[src/battery_monitor_regs.svh]
// register offsets, field positions and reset values of the monitor node
// What this block does
// - status and alert flags at 0x02 to 0x05
// - writing zero clears a flag that is not set again in the same cycle
// - disabled alarm never raises its flag
// - status alarm enables live in config 0x08
// - aux hot/cold enables gate temperature alerts
// - cell over/under enables at 0x06, 0x07
// - cell alert is over or under alert
// - enable bit n belongs to cell n+1
// - config holds diag, aux and alarm enable bits; scan bit not stored
// - broadcast address in low byte, 0x00-0x7E; stored as written, range kept by the host
// - node answers to programmed broadcast address
// - version register read-only, revision and model
// - gpio direction, level readback, output drive
// - six-bit aux acquisition time
// - only masked-in cells are measured
// - scan bit starts scan of enabled channels
`ifndef BATTERY_MONITOR_REGS_SVH
`define BATTERY_MONITOR_REGS_SVH

// ****************************************
// register offsets
// ****************************************
`define OFS_STATUS 8'h02
`define OFS_CELL_ALERT 8'h03
`define OFS_OV_FLAGS 8'h04
`define OFS_UV_FLAGS 8'h05
`define OFS_OV_EN 8'h06
`define OFS_UV_EN 8'h07
`define OFS_SCAN_CFG 8'h08
`define OFS_AUX_ONE 8'h20
`define OFS_AUX_TWO 8'h21
`define OFS_GPIO 8'h22
`define OFS_BALANCE 8'h23
`define OFS_ACQ 8'h24
`define OFS_CELL_MASK 8'h25
`define OFS_BCAST 8'h26
`define OFS_VERSION 8'h27

// ****************************************
// field positions
// ****************************************
`define CELL_COUNT 12
`define STATUS_WIDTH 4
`define ST_OVER_TEMP 0
`define ST_UNDER_TEMP 1
`define ST_MISMATCH 2
`define ST_DIAG 3
`define CFG_DIAG_EN 0
`define CFG_AUX_ONE_EN 1
`define CFG_AUX_TWO_EN 2
`define CFG_SCAN 3
`define CFG_ALARM_LSB 4
`define AUX_HOT_EN 0
`define AUX_COLD_EN 1
`define GPIO_DIR_LSB 2
`define GPIO_LEVEL_LSB 4
`define ACQ_WIDTH 6

// ****************************************
// reset values and identity
// ****************************************
`define RST_WORD 16'h0000
`define RST_CFG 8'h00
// arbitrary identity values
`define MODEL_CODE 12'h5A3
`define SILICON_REV 4'h1

`endif
[src/battery_monitor_pkg.sv]
// types shared by the monitor node register bank
package battery_monitor_pkg;

   typedef struct packed
   {
      logic wr;
      logic rd;
      logic [7:0] addr;
      logic [15:0] wdata;
   } reg_req_t;

   typedef struct packed
   {
      logic [1:0] hot;
      logic [1:0] cold;
      logic mismatch;
      logic diag_fail;
   } temp_cond_t;

endpackage

[src/alert_flag_bank.sv]
// sticky alert flags with write-zero clear
`timescale 1ns/10ps
`default_nettype none
module alert_flag_bank #(
   parameter int WIDTH = 12
) (
   input wire logic sys_clk_in,
   input wire logic rst_in,
   input wire logic [WIDTH-1:0] set_in,
   input wire logic [WIDTH-1:0] clr_mask_in,
   output logic [WIDTH-1:0] flags_out
);

   logic [WIDTH-1:0] flags_q;
   logic [WIDTH-1:0] flags_d;

   // set wins over a clear in the same cycle
   assign flags_d = (flags_q & ~clr_mask_in) | set_in;
   assign flags_out = flags_q;

   always_ff @(posedge sys_clk_in)
   begin
      if (rst_in)
         flags_q <= '0;
      else
         flags_q <= flags_d;
   end

endmodule
`default_nettype wire

[src/battery_monitor_alert_config_regs.sv]
// alert, enable and configuration registers of one monitor node
`timescale 1ns/10ps
`default_nettype none
`include "battery_monitor_regs.svh"
module battery_monitor_alert_config_regs (
   input wire logic sys_clk_in,
   input wire logic rst_in,
   input wire battery_monitor_pkg::reg_req_t req_in,
   input wire logic [11:0] cell_ov_in,
   input wire logic [11:0] cell_uv_in,
   input wire battery_monitor_pkg::temp_cond_t temp_cond_in,
   input wire logic [1:0] gpio_pin_in,
   input wire logic [7:0] ladder_addr_in,
   output logic [15:0] rd_data_out,
   output logic rd_valid_out,
   output logic [1:0] gpio_pin_out,
   output logic [1:0] gpio_pin_oe_out,
   output logic [11:0] cell_mask_out,
   output logic [11:0] balance_out,
   output logic [5:0] acq_time_out,
   output logic aux_one_en_out,
   output logic aux_two_en_out,
   output logic diag_en_out,
   output logic scan_start_out,
   output logic [7:0] bcast_addr_out,
   output logic bcast_hit_out
);
   import battery_monitor_pkg::*;

   // ****************************************
   // helpers
   // ****************************************
   function automatic logic hit(input reg_req_t r, input logic [7:0] ofs);
      hit = r.wr && (r.addr == ofs);
   endfunction

   function automatic logic [11:0] zero_bits(input reg_req_t r,
                                             input logic [7:0] ofs);
      zero_bits = hit(r, ofs) ? ~r.wdata[11:0] : 12'h000;
   endfunction

   // ****************************************
   // state
   // ****************************************
   logic [11:0] ov_en_q;
   logic [11:0] uv_en_q;
   logic [7:0] cfg_q;
   logic [1:0] aux_one_q;
   logic [1:0] aux_two_q;
   logic [1:0] gpio_val_q;
   logic [1:0] gpio_dir_q;
   logic [1:0] gpio_lvl_q;
   logic [11:0] balance_q;
   logic [5:0] acq_q;
   logic [11:0] cell_mask_q;
   logic [7:0] bcast_q;
   logic scan_q;
   logic bcast_hit_q;
   logic [15:0] rd_data_q;
   logic rd_valid_q;

   logic [11:0] ov_flags_w;
   logic [11:0] uv_flags_w;
   logic [3:0] status_w;
   logic [11:0] cell_alert_w;
   logic [11:0] ov_set_w;
   logic [11:0] uv_set_w;
   logic [3:0] status_set_w;
   logic [11:0] ov_clr_w;
   logic [11:0] uv_clr_w;
   logic [3:0] status_clr_w;
   logic hot_w;
   logic cold_w;
   logic [3:0] alarm_en_w;
   logic [15:0] rd_mux_w;

   // ****************************************
   // alert sources
   // ****************************************
   assign alarm_en_w = cfg_q[`CFG_ALARM_LSB +: `STATUS_WIDTH];
   assign hot_w = |(temp_cond_in.hot &
                    {aux_two_q[`AUX_HOT_EN], aux_one_q[`AUX_HOT_EN]});
   assign cold_w = |(temp_cond_in.cold &
                     {aux_two_q[`AUX_COLD_EN], aux_one_q[`AUX_COLD_EN]});
   assign status_set_w = {temp_cond_in.diag_fail, temp_cond_in.mismatch,
                          cold_w, hot_w} & alarm_en_w;
   assign ov_set_w = cell_ov_in & ov_en_q;
   assign uv_set_w = cell_uv_in & uv_en_q;

   assign ov_clr_w = zero_bits(req_in, `OFS_OV_FLAGS) |
                     zero_bits(req_in, `OFS_CELL_ALERT);
   assign uv_clr_w = zero_bits(req_in, `OFS_UV_FLAGS) |
                     zero_bits(req_in, `OFS_CELL_ALERT);
   assign status_clr_w = hit(req_in, `OFS_STATUS) ? ~req_in.wdata[3:0] : 4'h0;

   alert_flag_bank #(
      .WIDTH(`CELL_COUNT)
   ) ov_bank (
      .sys_clk_in(sys_clk_in),
      .rst_in(rst_in),
      .set_in(ov_set_w),
      .clr_mask_in(ov_clr_w),
      .flags_out(ov_flags_w)
   );

   alert_flag_bank #(
      .WIDTH(`CELL_COUNT)
   ) uv_bank (
      .sys_clk_in(sys_clk_in),
      .rst_in(rst_in),
      .set_in(uv_set_w),
      .clr_mask_in(uv_clr_w),
      .flags_out(uv_flags_w)
   );

   alert_flag_bank #(
      .WIDTH(`STATUS_WIDTH)
   ) status_bank (
      .sys_clk_in(sys_clk_in),
      .rst_in(rst_in),
      .set_in(status_set_w),
      .clr_mask_in(status_clr_w),
      .flags_out(status_w)
   );

   // cell alert is over or under
   assign cell_alert_w = ov_flags_w | uv_flags_w;

   // ****************************************
   // register writes
   // ****************************************
   always_ff @(posedge sys_clk_in)
   begin
      if (rst_in)
      begin
         ov_en_q <= 12'h000;
         uv_en_q <= 12'h000;
         cfg_q <= `RST_CFG;
         aux_one_q <= 2'h0;
         aux_two_q <= 2'h0;
         gpio_val_q <= 2'h0;
         gpio_dir_q <= 2'h0;
         balance_q <= 12'h000;
         acq_q <= 6'h00;
         cell_mask_q <= 12'h000;
         bcast_q <= 8'h00;
      end
      else
      begin
         if (hit(req_in, `OFS_OV_EN))
            ov_en_q <= req_in.wdata[11:0];
         if (hit(req_in, `OFS_UV_EN))
            uv_en_q <= req_in.wdata[11:0];
         // config fields, scan bit not stored
         if (hit(req_in, `OFS_SCAN_CFG))
            cfg_q <= req_in.wdata[7:0] & 8'hF7;
         if (hit(req_in, `OFS_AUX_ONE))
            aux_one_q <= req_in.wdata[1:0];
         if (hit(req_in, `OFS_AUX_TWO))
            aux_two_q <= req_in.wdata[1:0];
         if (hit(req_in, `OFS_GPIO))
         begin
            gpio_val_q <= req_in.wdata[1:0];
            gpio_dir_q <= req_in.wdata[`GPIO_DIR_LSB +: 2];
         end
         if (hit(req_in, `OFS_BALANCE))
            balance_q <= req_in.wdata[11:0];
         if (hit(req_in, `OFS_ACQ))
            acq_q <= req_in.wdata[`ACQ_WIDTH-1:0];
         if (hit(req_in, `OFS_CELL_MASK))
            cell_mask_q <= req_in.wdata[11:0];
         // host keeps range, stored as written
         if (hit(req_in, `OFS_BCAST))
            bcast_q <= req_in.wdata[7:0];
      end
   end

   // ****************************************
   // scan start, gpio level, broadcast match
   // ****************************************
   always_ff @(posedge sys_clk_in)
   begin
      if (rst_in)
      begin
         scan_q <= 1'b0;
         gpio_lvl_q <= 2'h0;
         bcast_hit_q <= 1'b0;
      end
      else
      begin
         scan_q <= hit(req_in, `OFS_SCAN_CFG) && req_in.wdata[`CFG_SCAN];
         gpio_lvl_q <= gpio_pin_in;
         bcast_hit_q <= (ladder_addr_in == bcast_q);
      end
   end

   // ****************************************
   // read path
   // ****************************************
   always_comb
   begin
      rd_mux_w = `RST_WORD;
      if (req_in.addr == `OFS_STATUS)
         rd_mux_w = {12'h000, status_w};
      else if (req_in.addr == `OFS_CELL_ALERT)
         rd_mux_w = {4'h0, cell_alert_w};
      else if (req_in.addr == `OFS_OV_FLAGS)
         rd_mux_w = {4'h0, ov_flags_w};
      else if (req_in.addr == `OFS_UV_FLAGS)
         rd_mux_w = {4'h0, uv_flags_w};
      else if (req_in.addr == `OFS_OV_EN)
         rd_mux_w = {4'h0, ov_en_q};
      else if (req_in.addr == `OFS_UV_EN)
         rd_mux_w = {4'h0, uv_en_q};
      else if (req_in.addr == `OFS_SCAN_CFG)
         rd_mux_w = {8'h00, cfg_q};
      else if (req_in.addr == `OFS_AUX_ONE)
         rd_mux_w = {14'h0000, aux_one_q};
      else if (req_in.addr == `OFS_AUX_TWO)
         rd_mux_w = {14'h0000, aux_two_q};
      else if (req_in.addr == `OFS_GPIO)
         rd_mux_w = {10'h000, gpio_lvl_q, gpio_dir_q, gpio_val_q};
      else if (req_in.addr == `OFS_BALANCE)
         rd_mux_w = {4'h0, balance_q};
      else if (req_in.addr == `OFS_ACQ)
         rd_mux_w = {10'h000, acq_q};
      else if (req_in.addr == `OFS_CELL_MASK)
         rd_mux_w = {4'h0, cell_mask_q};
      else if (req_in.addr == `OFS_BCAST)
         rd_mux_w = {8'h00, bcast_q};
      else if (req_in.addr == `OFS_VERSION)
         rd_mux_w = {`MODEL_CODE, `SILICON_REV};
   end

   always_ff @(posedge sys_clk_in)
   begin
      if (rst_in)
      begin
         rd_data_q <= `RST_WORD;
         rd_valid_q <= 1'b0;
      end
      else
      begin
         rd_valid_q <= req_in.rd;
         if (req_in.rd)
            rd_data_q <= rd_mux_w;
      end
   end

   // ****************************************
   // outputs
   // ****************************************
   assign rd_data_out = rd_data_q;
   assign rd_valid_out = rd_valid_q;
   assign gpio_pin_out = gpio_val_q;
   assign gpio_pin_oe_out = gpio_dir_q;
   assign cell_mask_out = cell_mask_q;
   assign balance_out = balance_q;
   assign acq_time_out = acq_q;
   assign aux_one_en_out = cfg_q[`CFG_AUX_ONE_EN];
   assign aux_two_en_out = cfg_q[`CFG_AUX_TWO_EN];
   assign diag_en_out = cfg_q[`CFG_DIAG_EN];
   assign scan_start_out = scan_q;
   assign bcast_addr_out = bcast_q;
   assign bcast_hit_out = bcast_hit_q;
endmodule
`default_nettype wire

[config.mk]
export PLATFORM = sky130hd
export DESIGN_NAME = battery_monitor_alert_config_regs
export DESIGN_NICKNAME = d
export VERILOG_FILES = /design/src/battery_monitor_pkg.sv /design/src/alert_flag_bank.sv /design/src/battery_monitor_alert_config_regs.sv
export VERILOG_INCLUDE_DIRS = /design/src
export SDC_FILE = /design/constraint.sdc
export NUM_CORES = 1
export LEC_CHECK = 0
export ABC_AREA = 0
export ABC_CLOCK_PERIOD_IN_PS = 2200
export CAP_MARGIN = 20
export CELL_PAD_IN_SITES_DETAIL_PLACEMENT = 0
export CELL_PAD_IN_SITES_GLOBAL_PLACEMENT = 1
export CORE_ASPECT_RATIO = 1.1
export CORE_MARGIN = 10
export CORE_UTILIZATION = 42
export DETAILED_ROUTE_END_ITERATION = 7
export DONT_BUFFER_PORTS = 1
export PLACE_DENSITY_LB_ADDON = 0.1
export SYNTH_ARGS = -nofsm -noshare
export SYNTH_HDL_FRONTEND = slang
export SYNTH_SLANG_ARGS = --single-unit
[constraint.sdc]
create_clock -name sys_clk_in -period 2.2 [get_ports sys_clk_in]
set_clock_uncertainty 0.1 [all_clocks]
set_input_delay 0.44 -clock sys_clk_in [delete_from_list [all_inputs] [get_ports sys_clk_in]]
set_output_delay 0.44 -clock sys_clk_in [all_outputs]
set_load 0.02 [all_outputs]
==> summary.md <==
| Metric | Value |
|---|---|
| Fin util | `0.5121` |
| FF-to-FF setup slack | `roughly 0.46 ns` |
| Row count | `between 40 and 50` |
| Count leader, synth | `dfxtp_1` |
| Final setup fails | `0` |
| Vias in the first global route | `between 5k and 6k` |
| Die W | `~130 microns` |
| Leak | `around 2.6 nW` |
| P&R area growth vs syn | `20.10%` |
| Tmin final | `around 2 ns` |
| Ports | `between 100 and 150` |
| Design Power | `5.224 mW` |
| Register area | `2462 sq um` |
| Power Density | `roughly 740 nW/um^2` |
| Endpoints failing hold | `0` |
| Grt ovf | `0` |
| Setup crit end | `status_bank.flags_out[3]` |
| Routed Antenna Nets | `0` |
| Total track usage | `0.2468` |
| CP startpoint kind | `input port` |
| Worst-skew pair later-pin latency | `about 0.43 ns` |
| Die height | `approximately 140 microns` |
| Share of cells above drive strength 1 | `0.1292` |
| Post-synth top cells | `dfxtp_1, nand2_1, a21oi_1` |
| Clock sinks | `about 120` |
| Input/output buffers | `0` |
| Req. time, crit path | `~2.4 ns` |
| Synth cell types | `57` |
| HPWL after DPL | `17280 microns` |
| Drt initial violations | `between 500 and 600` |
| CTS tree | `built` |
| Synth Register Bits | `about 120` |
| Crit path DAT | `~2.3 ns` |
| CTS H-tree lvls | `4` |
| Rel. slew slack | `0.3311` |
| Cell accounting for the most synthesized area | `dfxtp_1` |
| Routed len/inst | `between 20 and 25 microns` |
| WL final | `24060 microns` |
| Initial antenna violation count | `0` |
| Worst hold path class | `input port to register` |
| Syn. warnings | `0` |
| Reg clk slew, reported paths | `approximately 0.05 ns` |
| CP Launch Point | `req_in[22]` |
| Max Buffers Root-to-Sink | `2` |
| Final Slew Violations | `0` |
| Diodes inserted | `0` |
| DRT Pass-1 Iters | `5` |
| Multi-input combinational cell area | `~3100 sq um` |
| R2R Path End | `rd_data_out[0]` |
| Achievable Freq | `between 400 and 500 MHz` |
| Die area | `about 19000 sq um` |
| CP cell instances | `nor4_4 > nand2b_4 > nor3_4 > buf_6 > nand2_1 > o21ai_0 > a21oi_1 > dlygate4sd3_1` |
| PnR worst setup slack | `between 0.1 and 0.15 ns` |
| First-pass GRT wire length | `about 36000 microns` |
| Seq/Total Area, Yosys | `0.4203` |
| Worst Tran Pin Value | `~1 ns` |
| Crit path kind | `input port to register` |
| Post-synthesis cell area | `5858 sq um` |
| RSZ-0062 raised after global routing | `no` |
| Setup tns final | `0 ns` |
| Worst VDD drop | `0.4228 mV` |
| Top-area cell type share of the netlist area | `0.4203` |
| Num CTS Buffers | `17` |
| DRC viols | `0` |
| Asr flop ratio synth | `0` |
| Mapped Avg Cell Area | `7.938 sq um` |
| Pin count of the biggest net entering global routing | `86` |
| Placer Congestion | `slightly above 0.9` |
| R2R cell count | `6` |
| CP max stage cell | `dlygate4sd3_1` |
| Main synth FF type | `dfxtp_1` |
| Setup Buffers After CTS | `0` |
| CP endpoint kind | `register` |
| Via Count | `around 5.8k` |
| Hold Path Depth | `1` |
| Nets@finish | `837` |
| Post-synthesis cell count | `around 740` |
| Worst reg2reg startpoint | `balance_out[0]` |
| Hold slack | `0.01392 ns` |
| Vias per cell | `about 6` |
| Post-synth EDFFs | `0` |
| CP Max Fanout | `8` |
| Core area | `~14000 sq um` |
| CP peak stage delay | `0.56 ns` |
| Pre-CTS WS | `-0.1480 ns` |
| Max Cap Viol | `0` |
| Crit share post-route | `0.9357` |
| Fillers | `around 1.4k` |
| Top cells by area, synth | `dfxtp_1, a21oi_1, mux2i_1` |
| Status | `complete, no violations` |
| Initial core utilization | `0.4264` |
| Root Driver | `clkbuf_16` |
==> worst max-delay path: cells and delay by family <==
family                 cells  cell delay (ns)
and+or+nand+nor            4             0.83
buffers and inverters      2             0.73
AOI/OAI and AO/OA          2             0.25
==> worst min-delay path by stage <==
stage	to	startpoint
final	rd_data_out[0]	rst_in
after global routing	rd_data_out[1]	rst_in
after CTS	rd_data_out[0]	rst_in
after detailed placement	status_bank.flags_out[3]	status_bank.flags_out[3]
after global placement	ov_bank.flags_out[6]	ov_en_q[6]
after floorplan	ov_bank.flags_out[0]	ov_en_q[0]
==> placed cells by master, fill, tap and decap left out, drive strengths merged, types with 10 or more instances in the layout <==
master,synthesis,routed
dlygate4sd3,0,10
clkbuf,44,20
inv,10,10
dfxtp,123,123
a21oi,102,102
nand2,114,114
a22o,11,11
nand3,22,22
buf,16,61
o21ai,67,67
mux2i,44,44
nor2,66,66
==> flip-flops by register name (all words and copies together), names as in the netlist, 8 cells and up <==
register           cells
bcast_addr_out         8
uv_bank.flags_out     12
rd_data_out           13
balance_out           12
cell_mask_out         12
ov_en_q               12
uv_en_q               12
ov_bank.flags_out     12
==> power breakdown <==
| part | switching (mW) | internal [mW] | leakage (nW) |
|---|---|---|---|
| clock | 1.04 | 1.68 | 0.283 |
| sequential | 0.0112 | 2.24 | 0.991 |
| combinational | 0.158 | 0.0946 | 1.30 |
==> area by class of cell <==
cell class	count	share of cell area
multi-input cells	546	0.4457
flip-flops and latches	123	0.3500
repair buffers	71	0.08447
clock buffers	20	0.06349
well taps	188	0.03343
clock inverters	12	0.01761
inverters	10	0.005335
==> kinds of logic (layout without fill, tap and decap cells) <==
| kind of cell | after synthesis | count (layout) | share of synthesized area |
|---|---|---|---|
| xor gates and xnor gates | 8 | 8 | 0.01196 |
| AOI/OAI and AO/OA | 239 | 239 | 0.2437 |
| and+or+nand+nor | 251 | 251 | 0.1946 |
| muxes | 46 | 46 | 0.07903 |
| buffers and inverters | 70 | 113 | 0.04977 |
| DFF | 123 | 123 | 0.4203 |
| other | 1 | 2 | 0.0006401 |
==> repair_timing <==
| action | 4_1_cts | 5_1_grt |
|---|---|---|
| setup endpoints to repair | 0 | 9 |
| hold buffers | 11 | 0 |
| hold endpoints to repair | 94 | 0 |
| gates resized for setup | 0 | 4 |
==> metrics by stage <==
| step | instance area [sq um] | cells |
|---|---|---|
| finish | 7036 | 970 |
| global route | 7036 | 970 |
| CTS | 7009 | 970 |
| detailed placement | 6311 | 927 |
| global placement | 6311 | 927 |
| floorplan | 5867 | 739 |
==> metal layers <==
metal | part of all wire | vias to the layer above | GRT usage | routed length, microns
met5 | 0 | - | 0 | 0
met1 | 0.41 | 2756 | 0.3010 | 9869
met3 | 0.095 | 42 | 0.07716 | 2289
li1 | - | 2687 | - | -
met2 | 0.46 | 269 | 0.3914 | 11070
met4 | 0.035 | 0 | 0.1124 | 832
Power figures use the tool's default switching activity.
